$ cat config.mk
export PLATFORM = sky130hd
export DESIGN_NAME = light_prox_regs
export DESIGN_NICKNAME = d
export VERILOG_FILES = /design/src/hw/light_prox_pkg.sv /design/src/hw/light_prox_regs.sv
export SDC_FILE = /design/constraint.sdc
export NUM_CORES = 1
export LEC_CHECK = 0
export BUFFER_PORTS_ARGS = -buffer_cell sky130_fd_sc_hd__buf_2
export CAP_MARGIN = 15
export CELL_PAD_IN_SITES_DETAIL_PLACEMENT = 0
export CELL_PAD_IN_SITES_GLOBAL_PLACEMENT = 1
export CORE_MARGIN = 4
export CORE_UTILIZATION = 51
export CTS_CLUSTER_SIZE = 14
export DETAILED_ROUTE_END_ITERATION = 7
export PLACE_DENSITY = 0.95
export SYNTH_ARGS = -nofsm -noshare
export SYNTH_HDL_FRONTEND = slang
export SYNTH_SLANG_ARGS = --single-unit
$ cat constraint.sdc
create_clock -name sys_clk -period 7.1 [get_ports sys_clk]
set_clock_uncertainty 0.2 [all_clocks]
set_input_delay 1.065 -clock sys_clk [delete_from_list [all_inputs] [get_ports sys_clk]]
set_output_delay 1.065 -clock sys_clk [all_outputs]
set_load 0.02 [all_outputs]
$ cat src/hw/light_prox_pkg.sv
// constants for the light and proximity register bank
// Function
// - sensing configuration resets to all zeros, both sensing functions off.
// - config bit 0 selects visible (0) or infrared (1) light results.
// - config bit 1 selects 125 lux (0) or 2000 lux (1) full scale.
// - config bit 2 enables light sensing in the spectrum that bit 0 selects.
// - config bit 3 selects 110mA (0) or 220mA (1) emitter pulses.
// - config bits 6:4 select proximity sleep time; 111 disables sleeping.
// - proximity repeats a 0.54ms conversion then the selected sleep interval.
// - config bit 7 enables proximity sensing; cleared at reset.
// - event register field layout, reset zero; host writes bit 4 as zero.
// - combine select: 0 means either flag, 1 means both flags.
// - open-drain interrupt pulled low while selected flag combination holds.
// - writing zero to a flag clears it; the interrupt releases once the selected flag combination no longer holds.
// - persistence codes need 1, 4, 8 or 16 consecutive qualifying conversions.
// - light flag set when result leaves the threshold window persistently.
// - near flag set at high threshold, cleared at low threshold or write.
// - light thresholds are 12 bits from one byte and one shared nibble.
package light_prox_pkg;

  // ----------------------------------------
  // register offsets
  // ----------------------------------------
  localparam logic [7:0] ADDR_IDENTITY   = 8'h00;
  localparam logic [7:0] ADDR_CONFIG     = 8'h01;
  localparam logic [7:0] ADDR_EVENT      = 8'h02;
  localparam logic [7:0] ADDR_NEAR_LOW   = 8'h03;
  localparam logic [7:0] ADDR_NEAR_HIGH  = 8'h04;
  localparam logic [7:0] ADDR_LT_LOW     = 8'h05;
  localparam logic [7:0] ADDR_LT_NIBBLES = 8'h06;
  localparam logic [7:0] ADDR_LT_HIGH    = 8'h07;
  localparam logic [7:0] ADDR_NEAR_RES   = 8'h08;
  localparam logic [7:0] ADDR_LIGHT_LO   = 8'h09;
  localparam logic [7:0] ADDR_LIGHT_HI   = 8'h0a;

  // ----------------------------------------
  // reset values
  // ----------------------------------------
  localparam logic [7:0] CONFIG_RST     = 8'h00;
  localparam logic [7:0] EVENT_RST      = 8'h00;
  localparam logic [7:0] NEAR_LOW_RST   = 8'h00;
  localparam logic [7:0] NEAR_HIGH_RST  = 8'hff;
  localparam logic [7:0] LT_LOW_RST     = 8'h00;
  localparam logic [7:0] LT_NIBBLES_RST = 8'hf0;
  localparam logic [7:0] LT_HIGH_RST    = 8'hff;

  // ----------------------------------------
  // field positions
  // ----------------------------------------
  localparam int CFG_SPECTRUM  = 0;
  localparam int CFG_RANGE     = 1;
  localparam int CFG_LIGHT_EN  = 2;
  localparam int CFG_DRIVE     = 3;
  localparam int CFG_SLEEP_LSB = 4;
  localparam int CFG_NEAR_EN   = 7;
  localparam int EVT_COMBINE   = 0;
  localparam int EVT_LP_LSB    = 1;
  localparam int EVT_LFLAG     = 3;
  localparam int EVT_ZERO      = 4;
  localparam int EVT_NP_LSB    = 5;
  localparam int EVT_NFLAG     = 7;

  localparam logic [2:0] SLEEP_NONE = 3'h7;

  // persistence code to run length, codes 00..11
  localparam logic [4:0] PERSIST_N [4] = '{5'h01, 5'h04, 5'h08, 5'h10};

  // ----------------------------------------
  // timing
  // ----------------------------------------
  localparam int CLK_PERIOD_NS = 5;
  localparam int CONV_TIME_NS  = 540000;
  localparam int CONV_CYCLES   = CONV_TIME_NS / CLK_PERIOD_NS;
  // sleep times in microseconds for codes 000..110
  localparam int SLEEP_TIME_US [7] = '{800000, 400000, 200000, 100000, 75000, 50000, 12500};
  localparam int NS_PER_US     = 1000;

  typedef enum logic [1:0] {
    NEAR_IDLE    = 2'b00,
    NEAR_CONVERT = 2'b01,
    NEAR_SLEEP   = 2'b11
  } near_state_t;

endpackage

$ cat src/hw/light_prox_regs.sv
// register bank, proximity sequencer and interrupt pin of the light/proximity sensor
`timescale 1ns/1ps
`default_nettype none

module light_prox_regs
  import light_prox_pkg::*;
#(
  parameter logic [7:0] CHIP_IDENTITY = 8'h5a, // arbitrary value
  parameter int         CONV_CYC      = CONV_CYCLES,
  parameter int         SLEEP_CYC [7] = '{
    SLEEP_TIME_US[0] * NS_PER_US / CLK_PERIOD_NS,
    SLEEP_TIME_US[1] * NS_PER_US / CLK_PERIOD_NS,
    SLEEP_TIME_US[2] * NS_PER_US / CLK_PERIOD_NS,
    SLEEP_TIME_US[3] * NS_PER_US / CLK_PERIOD_NS,
    SLEEP_TIME_US[4] * NS_PER_US / CLK_PERIOD_NS,
    SLEEP_TIME_US[5] * NS_PER_US / CLK_PERIOD_NS,
    SLEEP_TIME_US[6] * NS_PER_US / CLK_PERIOD_NS}
)(
  input  wire logic        sys_clk,
  input  wire logic        rstn,
  // register port behind the serial target engine
  input  wire logic [7:0]  reg_addr,
  input  wire logic        reg_wr,
  input  wire logic [7:0]  reg_wdata,
  input  wire logic        reg_rd,
  output logic      [7:0]  reg_rdata,
  // converter side
  input  wire logic        near_sample_valid,
  input  wire logic [7:0]  near_sample,
  input  wire logic        light_sample_valid,
  input  wire logic [11:0] light_sample,
  output logic             light_sense_enable,
  output logic             light_full_scale_select,
  output logic             light_spectrum_select,
  output logic             near_convert,
  output logic             emitter_sink_pin,
  output logic             emitter_drive_strength,
  // open-drain interrupt, active low
  output logic             int_n_out,
  output logic             int_n_oe
);

  // ----------------------------------------
  // parameter checks
  // ----------------------------------------
  generate
    if (CONV_CYC < 1) begin : g_bad_conv
      $error("conversion length must be at least one cycle");
    end
    for (genvar g = 0; g < 7; g++) begin : g_chk
      if (SLEEP_CYC[g] < 1) begin : g_bad_sleep
        $error("sleep length must be at least one cycle");
      end
    end
  endgenerate

  // ----------------------------------------
  // registers
  // ----------------------------------------
  logic [7:0]  sensing_config;
  logic [7:0]  event_control_status;
  logic [7:0]  near_low_threshold;
  logic [7:0]  near_high_threshold;
  logic [7:0]  light_threshold_low_byte;
  logic [7:0]  light_threshold_nibbles;
  logic [7:0]  light_threshold_high_byte;
  logic [7:0]  near_result;
  logic [11:0] light_result;

  logic        wr_config;
  logic        wr_event;
  logic        near_flag;
  logic        light_window_flag;
  logic        next_near_flag;
  logic        next_light_flag;

  assign wr_config = reg_wr && (reg_addr == ADDR_CONFIG);
  assign wr_event  = reg_wr && (reg_addr == ADDR_EVENT);
  assign near_flag         = event_control_status[EVT_NFLAG];
  assign light_window_flag = event_control_status[EVT_LFLAG];

  always_ff @(posedge sys_clk or negedge rstn)
  begin
    if (!rstn)
      sensing_config <= CONFIG_RST;
    else if (wr_config)
      sensing_config <= reg_wdata;
  end

  always_ff @(posedge sys_clk or negedge rstn)
  begin
    if (!rstn)
    begin
      near_low_threshold        <= NEAR_LOW_RST;
      near_high_threshold       <= NEAR_HIGH_RST;
      light_threshold_low_byte  <= LT_LOW_RST;
      light_threshold_nibbles   <= LT_NIBBLES_RST;
      light_threshold_high_byte <= LT_HIGH_RST;
    end
    else if (reg_wr)
    begin
      case (reg_addr)
        ADDR_NEAR_LOW:   near_low_threshold        <= reg_wdata;
        ADDR_NEAR_HIGH:  near_high_threshold       <= reg_wdata;
        ADDR_LT_LOW:     light_threshold_low_byte  <= reg_wdata;
        ADDR_LT_NIBBLES: light_threshold_nibbles   <= reg_wdata;
        ADDR_LT_HIGH:    light_threshold_high_byte <= reg_wdata;
        default:         ;
      endcase
    end
  end

  // flag bits clear from the host, the near flag also at the low threshold; fields store; bit 4 is held at zero
  always_ff @(posedge sys_clk or negedge rstn)
  begin
    if (!rstn)
      event_control_status <= EVENT_RST;
    else
    begin
      event_control_status[EVT_NFLAG] <= next_near_flag;
      event_control_status[EVT_LFLAG] <= next_light_flag;
      event_control_status[EVT_ZERO]  <= 1'b0;
      if (wr_event)
      begin
        event_control_status[EVT_NP_LSB +: 2] <= reg_wdata[EVT_NP_LSB +: 2];
        event_control_status[EVT_LP_LSB +: 2] <= reg_wdata[EVT_LP_LSB +: 2];
        event_control_status[EVT_COMBINE]     <= reg_wdata[EVT_COMBINE];
      end
    end
  end

  // ----------------------------------------
  // configuration outputs
  // ----------------------------------------
  assign light_spectrum_select   = sensing_config[CFG_SPECTRUM];
  assign light_full_scale_select = sensing_config[CFG_RANGE];
  assign light_sense_enable      = sensing_config[CFG_LIGHT_EN];
  assign emitter_drive_strength  = sensing_config[CFG_DRIVE];

  // ----------------------------------------
  // proximity sequencer
  // ----------------------------------------
  near_state_t near_state;
  logic [31:0] near_count;
  logic [2:0]  sleep_sel;
  logic [31:0] sleep_len;

  assign sleep_sel = sensing_config[CFG_SLEEP_LSB +: 3];
  assign sleep_len = (sleep_sel == SLEEP_NONE) ? 32'h1
                                               : 32'(SLEEP_CYC[sleep_sel]);

  // a new sleep code also applies to the sleep already in progress; disabling aborts at once
  always_ff @(posedge sys_clk or negedge rstn)
  begin
    if (!rstn)
    begin
      near_state <= NEAR_IDLE;
      near_count <= 32'h0;
    end
    else if (!sensing_config[CFG_NEAR_EN])
    begin
      near_state <= NEAR_IDLE;
      near_count <= 32'h0;
    end
    else
    begin
      case (near_state)
        NEAR_IDLE:
        begin
          near_state <= NEAR_CONVERT;
          near_count <= 32'h0;
        end
        NEAR_CONVERT:
          if (near_count >= 32'(CONV_CYC - 1))
          begin
            near_state <= NEAR_SLEEP;
            near_count <= 32'h0;
          end
          else
            near_count <= near_count + 32'h1;
        NEAR_SLEEP:
          if (near_count >= sleep_len - 32'h1)
          begin
            near_state <= NEAR_CONVERT;
            near_count <= 32'h0;
          end
          else
            near_count <= near_count + 32'h1;
        default:
        begin
          near_state <= NEAR_IDLE;
          near_count <= 32'h0;
        end
      endcase
    end
  end

  assign near_convert     = (near_state == NEAR_CONVERT);
  assign emitter_sink_pin = (near_state == NEAR_CONVERT);

  // ----------------------------------------
  // results
  // ----------------------------------------
  logic near_take;
  logic light_take;

  assign near_take  = near_sample_valid && sensing_config[CFG_NEAR_EN];
  assign light_take = light_sample_valid && sensing_config[CFG_LIGHT_EN];

  always_ff @(posedge sys_clk or negedge rstn)
  begin
    if (!rstn)
    begin
      near_result  <= 8'h00;
      light_result <= 12'h000;
    end
    else
    begin
      if (near_take)
        near_result <= near_sample;
      if (light_take)
        light_result <= light_sample;
    end
  end

  // ----------------------------------------
  // persistence and flags
  // ----------------------------------------
  logic [11:0] light_low_level;
  logic [11:0] light_high_level;
  logic        light_outside;
  logic        near_at_high;
  logic        near_at_low;
  logic [4:0]  light_need;
  logic [4:0]  near_need;
  logic [4:0]  light_run;
  logic [4:0]  near_high_run;
  logic [4:0]  near_low_run;
  logic        light_set;
  logic        near_set;
  logic        near_auto_clear;

  assign light_low_level  = {light_threshold_nibbles[3:0], light_threshold_low_byte};
  assign light_high_level = {light_threshold_high_byte, light_threshold_nibbles[7:4]};
  // window edges count as outside, both bounds inclusive
  assign light_outside = (light_sample <= light_low_level) ||
                         (light_sample >= light_high_level);
  assign near_at_high = (near_sample >= near_high_threshold);
  assign near_at_low  = (near_sample <= near_low_threshold);

  assign light_need = PERSIST_N[event_control_status[EVT_LP_LSB +: 2]];
  assign near_need  = PERSIST_N[event_control_status[EVT_NP_LSB +: 2]];

  // run counters saturate at the longest run so a long streak never wraps
  always_ff @(posedge sys_clk or negedge rstn)
  begin
    if (!rstn)
    begin
      light_run     <= 5'h0;
      near_high_run <= 5'h0;
      near_low_run  <= 5'h0;
    end
    else
    begin
      if (light_take)
        light_run <= !light_outside ? 5'h0 :
                     (light_run == PERSIST_N[3]) ? light_run : light_run + 5'h1;
      if (near_take)
      begin
        near_high_run <= !near_at_high ? 5'h0 :
                         (near_high_run == PERSIST_N[3]) ? near_high_run
                                                         : near_high_run + 5'h1;
        near_low_run  <= !near_at_low ? 5'h0 :
                         (near_low_run == PERSIST_N[3]) ? near_low_run
                                                        : near_low_run + 5'h1;
      end
    end
  end

  assign light_set = light_take && light_outside &&
                     (light_run + 5'h1 >= light_need);
  assign near_set  = near_take && near_at_high &&
                     (near_high_run + 5'h1 >= near_need);
  assign near_auto_clear = near_take && near_at_low &&
                           (near_low_run + 5'h1 >= near_need);

  // a set in the same cycle as a clear wins, so no event is lost
  always_comb
  begin
    next_near_flag  = near_flag;
    next_light_flag = light_window_flag;
    if (near_auto_clear || (wr_event && !reg_wdata[EVT_NFLAG]))
      next_near_flag = 1'b0;
    if (near_set)
      next_near_flag = 1'b1;
    if (wr_event && !reg_wdata[EVT_LFLAG])
      next_light_flag = 1'b0;
    if (light_set)
      next_light_flag = 1'b1;
  end

  // ----------------------------------------
  // interrupt pin
  // ----------------------------------------
  logic int_active;

  assign int_active = event_control_status[EVT_COMBINE] ?
                      (near_flag && light_window_flag) :
                      (near_flag || light_window_flag);
  assign int_n_out = 1'b0;
  assign int_n_oe  = int_active;

  // ----------------------------------------
  // read port
  // ----------------------------------------
  always_ff @(posedge sys_clk or negedge rstn)
  begin
    if (!rstn)
      reg_rdata <= 8'h00;
    else if (reg_rd)
    begin
      case (reg_addr)
        ADDR_IDENTITY:   reg_rdata <= CHIP_IDENTITY;
        ADDR_CONFIG:     reg_rdata <= sensing_config;
        ADDR_EVENT:      reg_rdata <= event_control_status;
        ADDR_NEAR_LOW:   reg_rdata <= near_low_threshold;
        ADDR_NEAR_HIGH:  reg_rdata <= near_high_threshold;
        ADDR_LT_LOW:     reg_rdata <= light_threshold_low_byte;
        ADDR_LT_NIBBLES: reg_rdata <= light_threshold_nibbles;
        ADDR_LT_HIGH:    reg_rdata <= light_threshold_high_byte;
        ADDR_NEAR_RES:   reg_rdata <= near_result;
        ADDR_LIGHT_LO:   reg_rdata <= light_result[7:0];
        ADDR_LIGHT_HI:   reg_rdata <= {4'h0, light_result[11:8]};
        default:         reg_rdata <= 8'h00;
      endcase
    end
  end
endmodule

`default_nettype wire

==> summary.md, run 1 <==
| Metric | Value |
|---|---|
| Portion of total power attributed to combinational logic | `16.1%` |
| Final wirelength | `about 22000 microns` |
| Root Driver | `sky130_fd_sc_hd__clkbuf_16` |
| Fraction of power consumed by sequential logic | `43.1%` |
| Cells along the critical path | `inv_1 -> nor2_1 -> a22oi_1 -> a221oi_1 -> xnor2_1 -> ha_1 -> nand2_1 -> nor4_1 -> nand4_1 -> a31o_2 -> a22oi_2 -> buf_4 -> nor2_1` |
| Die ar. | `19330 sq um` |
| Diode count | `0` |
| Core ar. | `between 15000 and 20000 sq um` |
| Register area share after synthesis | `38.01%` |
| Max-slew violation total from the final report | `0` |
| Total leakage power | `approximately 4.3 nW` |
| Buffers & Inverters on Critical Path | `2` |
| DP HPWL | `about 16000 microns` |
| Tcrit/Tclk final | `55.35%` |
| Transition time at the pin with the least slew margin | `978.2 ps` |
| Peak supply drop | `0.1675 mV` |
| Total Neg Setup Slack | `0 ps` |
| Number of synthesized flops with an enable pin | `0` |
| Std cell rows | `47` |
| Delay of the slowest critical-path stage | `about 600 ps` |
| RSZ-0062 raised after global routing | `false` |
| Clock slew at reported path FFs | `60 ps` |
| Die X | `139.0 microns` |
| Required time of the critical path | `a little over 7000 ps` |
| Number of buffer cells added on primary ports | `56` |
| Power Dens Cells | `211.8 nW/um^2` |
| Number of warning messages in the yosys log | `0` |
| Post-Route Utilization | `58.44%` |
| Antenna violations before repair | `0` |
| TritonCTS Buffers | `17` |
| Largest delay contributor family on the critical path | `simple AND/OR/NAND/NOR gates` |
| Maximum number of pins on one net before global-route repair | `70` |
| Starting density of the core | `52.43%` |
| Path class of the lowest-slack min-delay path | `reg2reg` |
| Overall via count from detail_route | `6978` |
| Post-synthesis sequential element count | `about 130` |
| Signal arrival time at the worst endpoint | `~4000 ps` |
| Clk network pwr share | `40.9%` |
| Number of global-route vias before repair | `6808` |
| Placed inst area | `9201 sq um` |
| Longest Clk Path Bufs | `2` |
| Global-route usage over all layers | `23.52%` |
| IO Pins | `between 50 and 60` |
| Outcome | `complete, no violations` |
| Cell with the largest stage delay on the worst path | `sky130_fd_sc_hd__dfrtp_1` |
| # nets final | `1073` |
| Kind of capture point of the worst setup path | `register` |
| Clock period minus worst slack | `3930 ps` |
| Largest fanout of any net on the critical path | `32` |
| Total number of H-tree levels | `4` |
| Tot Pwr | `~2.1 mW` |
| Skew-Pair Late Insertion Delay | `430 ps` |
| Type of origin of the critical path | `register` |
| Total overflow reported by the global router | `0` |
| Total standard cell area after synthesis | `8756 sq um` |
| Max transition margin | `34.43%` |
| Antenna-violating nets left | `0` |
| Fmax achieved | `0.2545 GHz` |
| Post-layout instance area | `9761 sq um` |
| Count of hold-fix buffers inserted at cts | `0` |
| Iteration-0 DRC count of the detailed router | `689` |
| Switching power share of the total | `29.53%` |
| Post-CTS Resized | `0` |
| Post-synthesis instance total | `between 800 and 900` |
| Average vias per placed instance | `around 5.9` |
| Post-synth top flop | `sky130_fd_sc_hd__dfrtp_1` |
| Internal power | `1.457 mW` |
| Final hold violation count | `0` |
| Startpoint-to-endpoint class of the critical path | `reg2reg` |
| Async set or reset register ratio after synthesis | `100.0%` |
| Cell seen most often among critical-path stages | `sky130_fd_sc_hd__nor2_1` |
| Final setup violation count | `0` |
| Buffer count from post-CTS setup fixing | `0` |
| Post-detailed-route DRC marker count | `0` |
| Layout cell share with drive strength beyond 1 | `20.99%` |
| Routed len/inst | `18.89 microns` |
| First-pass iteration count of the detailed router | `5` |
| Post-synthesis to final-layout area growth | `11.47%` |
| Avg Synthesized Cell Area | `slightly below 10 sq um` |
| Reported max-cap violation count | `0` |
| Power dissipated by switching net loads | `0.6103 mW` |
| Count of distinct cell types in the synthesized netlist | `73` |
| TritonCTS clock tree | `built` |
| Wire length of the first global-routing pass | `36540 microns` |
| RD Place Congestion | `0.9292` |
| Vert. Die Dim | `139.0 microns` |
| Clock sinks | `132` |
==> layout make-up <==
| class | count | area, sq um |
|---|---|---|
| clock buffer | 18 | 429.2 |
| fill | 1465 | 6940 |
| clock inverter | 14 | 130.1 |
| multi-input combinational | 668 | 5060 |
| timing repair buffer | 58 | 301.5 |
| inverter | 63 | 236.5 |
| tap | 220 | 275.3 |
| sequential | 132 | 3328 |
==> cells in the final DEF (no fill, tap or decap), types with 13 or more instances in the layout <==
master,netlist,routed
sky130_fd_sc_hd__o21ai_0,37,37
sky130_fd_sc_hd__inv_1,62,62
sky130_fd_sc_hd__nand3_1,37,37
sky130_fd_sc_hd__mux2_2,74,74
sky130_fd_sc_hd__dfstp_2,20,20
sky130_fd_sc_hd__nor3_1,13,13
sky130_fd_sc_hd__xnor2_1,19,19
sky130_fd_sc_hd__clkbuf_16,0,17
sky130_fd_sc_hd__xor2_1,25,25
sky130_fd_sc_hd__nand4_1,18,18
sky130_fd_sc_hd__nand2_1,55,55
sky130_fd_sc_hd__a21oi_1,41,41
sky130_fd_sc_hd__ha_1,91,91
sky130_fd_sc_hd__buf_2,9,55
sky130_fd_sc_hd__nand2b_1,13,13
sky130_fd_sc_hd__nor2_1,74,74
sky130_fd_sc_hd__dfrtp_1,112,112
==> path summary, 6_finish.rpt <==
kind	startpoint	to	slack, ps	cells past startpoint
min in group asynchronous	rstn	near_count[2]	430	1
max in group asynchronous	rstn	light_threshold_low_byte[3]	4980	2
hold / removal	near_low_threshold[4]	near_low_threshold[4]	310	1
hold reg to reg	near_low_threshold[4]	near_low_threshold[4]	310	1
setup / recovery	sensing_config[6]	near_count[27]	3170	13
setup reg to reg	sensing_config[6]	near_count[27]	3170	13
==> Yosys cell counts (13+ instances only) <==
cell | n | area [sq um]
sky130_fd_sc_hd__nand3_1 | 37 | 185.2
sky130_fd_sc_hd__ha_1 | 91 | 1139
sky130_fd_sc_hd__xnor2_1 | 19 | 166.4
sky130_fd_sc_hd__nand4_1 | 18 | 112.6
sky130_fd_sc_hd__clkbuf_1 | 16 | 60.06
sky130_fd_sc_hd__dfstp_2 | 20 | 525.5
sky130_fd_sc_hd__nor2_1 | 74 | 277.8
sky130_fd_sc_hd__xor2_1 | 25 | 219.0
sky130_fd_sc_hd__nand2_1 | 55 | 206.5
sky130_fd_sc_hd__o21ai_0 | 37 | 185.2
sky130_fd_sc_hd__a21oi_1 | 41 | 205.2
sky130_fd_sc_hd__mux2_2 | 74 | 833.3
sky130_fd_sc_hd__nor3_1 | 13 | 65.06
sky130_fd_sc_hd__dfrtp_1 | 112 | 2803
sky130_fd_sc_hd__inv_1 | 62 | 232.7
sky130_fd_sc_hd__nand2b_1 | 13 | 81.33
==> state kept, by name (all words and copies together), names as in the netlist <==
| signal | flops |
|---|---|
| near_high_run | 5 |
| near_result | 8 |
| light_result | 12 |
| near_high_threshold | 8 |
| light_threshold_high_byte | 8 |
| near_state | 2 |
| near_count | 32 |
| light_threshold_nibbles | 8 |
| near_low_threshold | 8 |
| near_low_run | 5 |
| light_run | 5 |
| light_threshold_low_byte | 8 |
| event_control_status | 7 |
| reg_rdata | 8 |
| sensing_config | 8 |
==> metal layers <==
layer  share of wire, %  global-route usage [%]
met2                 45                   35.46
met3                6.1                   5.034
met1                 47                   34.08
met5                  0                       0
met4                1.8                   7.261
==> metrics by stage <==
step           worst slack, ps  hold slack [ps]  instances
5_1_grt                   2820            325.2       1173
6_report                  3170            305.4       1173
2_1_floorplan             3579            248.8        893
3_5_place_dp              3263            295.1       1141
3_3_place_gp              3376            288.2       1141
4_1_cts                   3232            309.4       1173
==> kinds of logic (layout without fill, tap and decap cells) <==
group	Yosys count	count (layout)	synth area share, %
buffers and inverters	93	153	4.244
muxes	85	85	10.92
AOI/OAI and AO/OA	168	168	12.69
DFF	132	132	38.01
adders and majority gates	92	92	13.12
and+or+nand+nor	276	276	16.53
xor gates and xnor gates	44	44	4.401
other	2	3	0.08577
==> power by group through the flow <==
stage,clock network [mW],registers [mW],logic [mW]
finish,0.844,0.891,0.332
global route,0.890,0.898,0.377
CTS,0.855,0.889,0.333
detailed placement,0,0.902,0.329
global placement,0,0.898,0.318
floorplan,0,0.874,0.234
==> worst register-to-register path, delay by kind of cell (launching register included) <==
kind | cells | cell delay [ps]
adders and majority gates | 1 | 300
buffers and inverters | 2 | 660
and+or+nand+nor | 5 | 1060
xor gates and xnor gates | 1 | 120
DFF | 1 | 600
AOI/OAI and AO/OA | 4 | 860
Power figures use the tool's default switching activity.
==> run 2: changes to the inputs <==
--- a/config.mk
+++ b/config.mk
@@ -10,10 +10,10 @@
 export CELL_PAD_IN_SITES_DETAIL_PLACEMENT = 0
 export CELL_PAD_IN_SITES_GLOBAL_PLACEMENT = 1
 export CORE_MARGIN = 4
-export CORE_UTILIZATION = 51
+export CORE_UTILIZATION = 48
 export CTS_CLUSTER_SIZE = 14
 export DETAILED_ROUTE_END_ITERATION = 7
-export PLACE_DENSITY = 0.95
+export PLACE_DENSITY = 0.9
 export SYNTH_ARGS = -nofsm -noshare
 export SYNTH_HDL_FRONTEND = slang
 export SYNTH_SLANG_ARGS = --single-unit
==> constraint.sdc (replaced) <==
create_clock -name sys_clk -period 3.8 [get_ports sys_clk]
set_clock_uncertainty 0.2 [all_clocks]
set_input_delay 0.57 -clock sys_clk [delete_from_list [all_inputs] [get_ports sys_clk]]
set_output_delay 0.57 -clock sys_clk [all_outputs]
set_load 0.02 [all_outputs]
==> summary.md, run 2 (synthesis gave the netlist of run 1 again) <==
| Metric | Value |
|---|---|
| Post-synthesis to final-layout area growth | `12.85%` |
| TritonCTS Buffers | `17 (unchanged)` |
| Largest register FFs | `32 (unchanged)` |
| Required time of the critical path | `3910 ps (-3280 ps)` |
| Path class of the lowest-slack min-delay path | `in2async` |
| RD Place Congestion | `0.9261 (-0.33%)` |
| Die X | `143.1 microns (+2.9%)` |
| Total overflow reported by the global router | `0 (unchanged)` |
| Final wirelength | `22340 microns (+0.80%)` |
| Storage cell area | `3328 sq um (unchanged)` |
| Clock slew at reported path FFs | `60 ps (about the same)` |
| Overall via count from detail_route | `6947 (-0.44%)` |
| Signal arrival time at the worst endpoint | `3610 ps (-410 ps)` |
| Peak supply drop | `0.4045 mV (+140%)` |
| Filler cells | `1618 (+10%)` |
| Outcome | `complete, no violations` |
| Vert. Die Dim | `143.1 microns (+2.9%)` |
| RSZ-0062 raised after global routing | `false` |
| Final hold violation count | `0 (unchanged)` |
| Tot Pwr | `3.932 mW (+90%)` |
| Top register by number of flip-flops | `near_count` |
| Std cell rows | `49 (+4.3%)` |
| Startpoint-to-endpoint class of the critical path | `reg2reg` |
| Layout cell share with drive strength beyond 1 | `21.85% (+0.87 points)` |
| Transition time at the pin with the least slew margin | `789.0 ps (-189.2 ps)` |
| Starting density of the core | `48.74% (-3.7 points)` |
| Fmax achieved | `0.2859 GHz (+12%)` |
| Antenna violations before repair | `1 (+1)` |
| IO Pins | `58 (unchanged)` |
| Post-detailed-route DRC marker count | `0 (unchanged)` |
| TritonCTS clock tree | `built` |
| Antenna-violating nets left | `0 (unchanged)` |
| Clock period minus worst slack | `3498 ps (-431.7 ps)` |
| Longest Clk Path Bufs | `2 (unchanged)` |
| DP HPWL | `16730 microns (+2.0%)` |
| Total number of H-tree levels | `4 (unchanged)` |
| Met2 Routed Length | `10290 microns (+2.2%)` |
| Max-slew violation total from the final report | `0 (unchanged)` |
| Skew-Pair Late Insertion Delay | `430 ps (about the same)` |
| Area occupied by multi-input gates | `5066 sq um (+0.12%)` |
| Power Dens Cells | `397.9 nW/um^2 (+88%)` |
| Commonest cells after routing, fill and taps aside | `sky130_fd_sc_hd__dfrtp_1 (112), sky130_fd_sc_hd__ha_1 (91), sky130_fd_sc_hd__nor2_1 (74), sky130_fd_sc_hd__mux2_2 (74), sky130_fd_sc_hd__inv_1 (62)` |
| First-pass iteration count of the detailed router | `5 (unchanged)` |
| Kind of capture point of the worst setup path | `register` |
| Top Layer Used | `met4` |
| Buffer count from post-CTS setup fixing | `0 (unchanged)` |
| Type of origin of the critical path | `register` |
| Number of buffer cells added on primary ports | `56 (unchanged)` |
| Root Driver | `sky130_fd_sc_hd__clkbuf_16` |
| Met3 layer wire length in the routed design | `1266 microns (-6.4%)` |
| Largest registers | `near_count (32), light_result (12)` |
| Global-route usage over all layers | `22.42% (-1.1 points)` |
| Iteration-0 DRC count of the detailed router | `573 (-17%)` |
| Minimum hold slack | `1.674 ps (-303.7 ps)` |
| Routed len/inst | `18.75 microns (-0.72%)` |
| Die ar. | `20470 sq um (+5.9%)` |
| Largest fanout of any net on the critical path | `19 (-41%)` |
| Tcrit/Tclk final | `92.06% (+37 points)` |
| # nets final | `1081 (+0.75%)` |
| Reported max-cap violation count | `0 (unchanged)` |
| Average vias per placed instance | `5.833 (-1.9%)` |
| Commonest non-fill, non-tap cell in the layout | `sky130_fd_sc_hd__dfrtp_1` |
| Total leakage power | `4.343 nW (+1.7%)` |
| Post-Route Utilization | `55.00% (-3.4 points)` |
| Final setup violation count | `0 (unchanged)` |
| Core ar. | `17960 sq um (+7.6%)` |
| Max transition margin | `47.28% (+13 points)` |
| Wire length on met1 | `10380 microns (+0.45%)` |
| Wire length of the first global-routing pass | `36020 microns (-1.4%)` |
| Maximum number of pins on one net before global-route repair | `85 (+21%)` |
| Total Neg Setup Slack | `0 ps (unchanged)` |
| Number of global-route vias before repair | `6795 (-0.19%)` |
| Clock sinks | `132 (unchanged)` |
## run 2: worst paths after layout
path,from,end,slack (ps),cells past startpoint
worst min register to register,near_count[0],near_count[0],310,1
worst max-delay path,sensing_config[5],near_count[6],300,14
worst min-delay path,rstn,near_count[15],2,1
worst max register to register,sensing_config[5],near_count[6],300,14
max in group asynchronous,rstn,light_threshold_high_byte[5],2610,2
min in group sys_clk,light_sample[11],light_result[11],210,2
## run 2: timing repair
| item | in CTS | in global routing |
|---|---|---|
| hold endpoints to repair | 0 | 0 |
| endpoints found under the setup margin | 0 | 31 |
| hold buffers | 0 | 0 |
| resized for setup | 0 | 1 |
## run 2: stage by stage
| step | area, sq um | instances | worst slack, ps |
|---|---|---|---|
| 2_1_floorplan | 8760 | 893 | 278.5 |
| 3_3_place_gp | 9285 | 1158 | 349.3 |
| 3_5_place_dp | 9285 | 1158 | 232.2 |
| 4_1_cts | 9872 | 1190 | 216.6 |
| 5_1_grt | 9881 | 1191 | 22.17 |
| 6_report | 9881 | 1191 | 301.8 |
## run 2: worst max-delay path, cell delays in order, from the launching register on
cell and delay [ps]:
sky130_fd_sc_hd__dfrtp_1 480, sky130_fd_sc_hd__inv_1 160, sky130_fd_sc_hd__ha_1 400, sky130_fd_sc_hd__or2_2 160, sky130_fd_sc_hd__nand2_1 50, sky130_fd_sc_hd__a221oi_1 300, sky130_fd_sc_hd__xnor2_1 120, sky130_fd_sc_hd__ha_1 300
sky130_fd_sc_hd__nand2_1 80, sky130_fd_sc_hd__nor4_2 270, sky130_fd_sc_hd__nand4_1 130, sky130_fd_sc_hd__a31o_2 240, sky130_fd_sc_hd__a22oi_2 140, sky130_fd_sc_hd__buf_4 260, sky130_fd_sc_hd__nor2_1 80
## run 2: power breakdown
part / internal [mW] / total [mW] / switching (mW)
logic: 0.284 / 0.620 / 0.336
registers: 1.54 / 1.66 / 0.120
clock network: 0.933 / 1.65 / 0.721
total: 2.75 / 3.93 / 1.18
## run 2: layout make-up
cell class                 count  area share, %
clock buffer                  17          4.305
timing repair buffer          66          3.786
sequential                   132          33.68
clock inverter                15          1.634
tap                          229          2.900
inverter                      63          2.393
antenna                        1        0.02533
multi-input combinational    668          51.27
## run 2: routing by layer
metal  up-vias  global-route usage [%]
met5         -                       0
met4         0                   6.003
met3        24                   5.090
met2       209                   35.31
met1      3389                   31.28
li1       3325                       -
==> run 3: changes to the inputs <==
--- a/config.mk
+++ b/config.mk
@@ -13,7 +13,8 @@
 export CORE_UTILIZATION = 48
 export CTS_CLUSTER_SIZE = 14
 export DETAILED_ROUTE_END_ITERATION = 7
-export PLACE_DENSITY = 0.9
+export GPL_TIMING_DRIVEN = 0
+export PLACE_DENSITY = 0.81
 export SYNTH_ARGS = -nofsm -noshare
 export SYNTH_HDL_FRONTEND = slang
 export SYNTH_SLANG_ARGS = --single-unit
==> summary.md, run 3 (synthesis gave the netlist of run 1 again) <==
| Metric | Value |
|---|---|
| Largest fanout of any net on the critical path | `10 (-9)` |
| Tcrit/Tclk final | `94.19% (+2.1 points)` |
| Starting density of the core | `48.74% (unchanged)` |
| Routed len/inst | `19.25 microns (+2.7%)` |
| Wire length of the first global-routing pass | `36650 microns (+1.7%)` |
| Number of buffer cells added on primary ports | `50 (-11%)` |
| Signal arrival time at the worst endpoint | `3690 ps (+80 ps)` |
| Switching power share of the total | `29.86% (-0.098 points)` |
| Portion of total power attributed to combinational logic | `16.3% (+0.5 points)` |
| Slack of the worst reg-to-reg path | `220 ps (-80 ps)` |
| Type of origin of the critical path | `register` |
| Average vias per placed instance | `5.880 (+0.80%)` |
| Startpoint-to-endpoint class of the critical path | `reg2reg` |
| Internal power | `2.745 mW (-0.33%)` |
| Vert. Die Dim | `143.1 microns (unchanged)` |
| Post-synthesis to final-layout area growth | `14.68%` |
| Clk network pwr share | `41.3% (-0.8 points)` |
| Total overflow reported by the global router | `0 (unchanged)` |
| # nets final | `1106 (+2.3%)` |
| Total placed cells including tap cells | `1173 (+1.3%)` |
| Number of global-route vias before repair | `6666 (-1.9%)` |
| Transition time at the pin with the least slew margin | `838.6 ps (+49.68 ps)` |
| Longest Clk Path Bufs | `2 (unchanged)` |
| Filler cells | `1588 (-1.9%)` |
| Die ar. | `20470 sq um (unchanged)` |
| DP HPWL | `17560 microns (+5.0%)` |
| Max transition margin | `43.57% (-3.7 points)` |
| Max-slew violation total from the final report | `0 (unchanged)` |
| Post-layout instance area | `10040 sq um (+1.6%)` |
| Diode count | `0 (-1)` |
| Fmax achieved | `0.2794 GHz (-2.3%)` |
| Outcome | `complete, no violations` |
| Antenna violations before repair | `0 (-1)` |
| Final wirelength | `23390 microns (+4.7%)` |
| Total leakage power | `4.403 nW (+1.4%)` |
| RD Place Congestion | `0.9364 (+1.1%)` |
| IO Pins | `58 (unchanged)` |
| Delay of the slowest critical-path stage | `440 ps (-40 ps)` |
| Cells along the critical path | `buf_4 -> inv_2 -> ha_2 -> or2_2 -> nand2_1 -> a221oi_2 -> xnor2_1 -> ha_1 -> nand2_1 -> nor4_4 -> nand4_1 -> a31o_2 -> a22oi_2 -> buf_4 -> buf_6 -> nor2_1` |
| Worst slack, placed | `-509.8 ps (-741.9 ps)` |
| Top register by number of flip-flops | `near_count` |
| Minimum hold slack | `221.3 ps (+219.6 ps)` |
| Power Dens Cells | `389.8 nW/um^2 (-2.1%)` |
| Cell with the largest stage delay on the worst path | `sky130_fd_sc_hd__dfrtp_2` |
| Core ar. | `17960 sq um (unchanged)` |
| Layout cell share with drive strength beyond 1 | `22.92% (+1.1 points)` |
| Clock slew at reported path FFs | `70 ps (about the same)` |
| Post-layout worst setup margin | `220.9 ps (-80.89 ps)` |
| Largest register FFs | `32 (unchanged)` |
| Overall via count from detail_route | `7144 (+2.8%)` |
| RSZ-0062 raised after global routing | `false` |
| Commonest non-fill, non-tap cell in the layout | `sky130_fd_sc_hd__dfrtp_1` |
| Clock sinks | `132 (unchanged)` |
| Iteration-0 DRC count of the detailed router | `573 (unchanged)` |
| Power dissipated by switching net loads | `1.169 mW (-0.79%)` |
| Total number of H-tree levels | `4 (unchanged)` |
| Commonest cells after routing, fill and taps aside | `sky130_fd_sc_hd__dfrtp_1 (110), sky130_fd_sc_hd__ha_1 (90), sky130_fd_sc_hd__mux2_2 (74), sky130_fd_sc_hd__nor2_1 (73), sky130_fd_sc_hd__inv_1 (60)` |
| Antenna-violating nets left | `0 (unchanged)` |
| Total Neg Setup Slack | `0 ps (unchanged)` |
| Global-route usage over all layers | `22.98% (+0.56 points)` |
| Std cell rows | `49 (unchanged)` |
| Peak supply drop | `0.4566 mV (+13%)` |
| First-pass iteration count of the detailed router | `7 (+2)` |
| Final setup violation count | `0 (unchanged)` |
| Die X | `143.1 microns (unchanged)` |
| Largest registers | `near_count (32), light_result (12)` |
| Non-filler cells, final | `1215 (+2.0%)` |
| Post-detailed-route DRC marker count | `0 (unchanged)` |
| Path class of the lowest-slack min-delay path | `in2reg` |
| Skew-Pair Late Insertion Delay | `430 ps (about the same)` |
| Fraction of power consumed by sequential logic | `42.4% (+0.3 points)` |
| TritonCTS Buffers | `17 (unchanged)` |
| Kind of capture point of the worst setup path | `register` |
| Root Driver | `sky130_fd_sc_hd__clkbuf_16` |
| Clock period minus worst slack | `3579 ps (+80.89 ps)` |
| Maximum number of pins on one net before global-route repair | `75 (-12%)` |
| Final hold violation count | `0 (unchanged)` |
| TritonCTS clock tree | `built` |
| Placed inst area | `9330 sq um (+0.49%)` |
| Reported max-cap violation count | `0 (unchanged)` |
| Required time of the critical path | `3910 ps (about the same)` |
## run 3: cell types whose count changed in the layout (fill, tap and decap cells not counted), sizes merged
cell / change
buf: +10
clkbuf: +14
clkinv: +3
clkinvlp: +1
diode: -1
dlygate4sd3: +1
inv: -4
## run 3: final timing paths
| check | end | cells after the start | start |
|---|---|---|---|
| max | near_count[3] | 16 | sensing_config[5] |
| min | light_result[9] | 2 | light_sample[9] |
| max reg2reg | near_count[3] | 16 | sensing_config[5] |
| min reg2reg | near_low_threshold[4] | 1 | near_low_threshold[4] |
| max in group asynchronous | near_high_threshold[7] | 3 | rstn |
| min in group asynchronous | near_count[19] | 2 | rstn |
## run 3: timing repair
item / 4_1_cts / 5_1_grt
pin swaps: 1 / 3
hold endpoints to repair: 53 / 0
hold buffers: 1 / 0
endpoints found under the setup margin: 33 / 33
gates resized for setup: 8 / 11
gates cloned: 0 / 1
buffers inserted: 1 / 8
## run 3: metrics by stage
step           total power [mW]  util (%)
5_1_grt                   4.099     55.90
2_1_floorplan             2.070         -
3_3_place_gp              2.288     51.75
4_1_cts                   3.929     55.32
3_5_place_dp              2.308     51.94
6_report                  3.914     55.90
## run 3: layout make-up
cell class                      count  area (sq um)  area share [%]
Clock inverter                     15         145.1           1.445
Tap cell                          229         286.5           2.854
Clock buffer                       17         425.4           4.237
Buffer                             29         153.9           1.533
Inverter                           63         240.2           2.393
Sequential cell                   132          3331           33.17
Timing Repair Buffer               62         366.6           3.651
Multi-Input combinational cell    668          5092           50.72
## run 3: metal layers
layer  GRT usage, %  up-vias  share of wire (%)
li1               -     3378                  -
met1          34.05     3507                 48
met2          34.30      225                 44
met3          4.856       34                6.3
met4          5.853        0                1.8
met5              0        -                  0
## run 3: power groups by stage
stage | clock (mW) | combinational (mW) | sequential (mW)
finish | 1.61 | 0.640 | 1.66
global route | 1.70 | 0.728 | 1.67
CTS | 1.64 | 0.632 | 1.66
detailed placement | 0 | 0.626 | 1.68
global placement | 0 | 0.608 | 1.68
floorplan | 0 | 0.436 | 1.63
## run 3: critical path, delay by kind of cell, from the launching register on
kind	cells	cell delay (ps)
simple gates	6	920
buf+inv	4	610
fa+ha+maj	2	610
compound gates	3	520
flops	1	440
xor+xnor	1	150
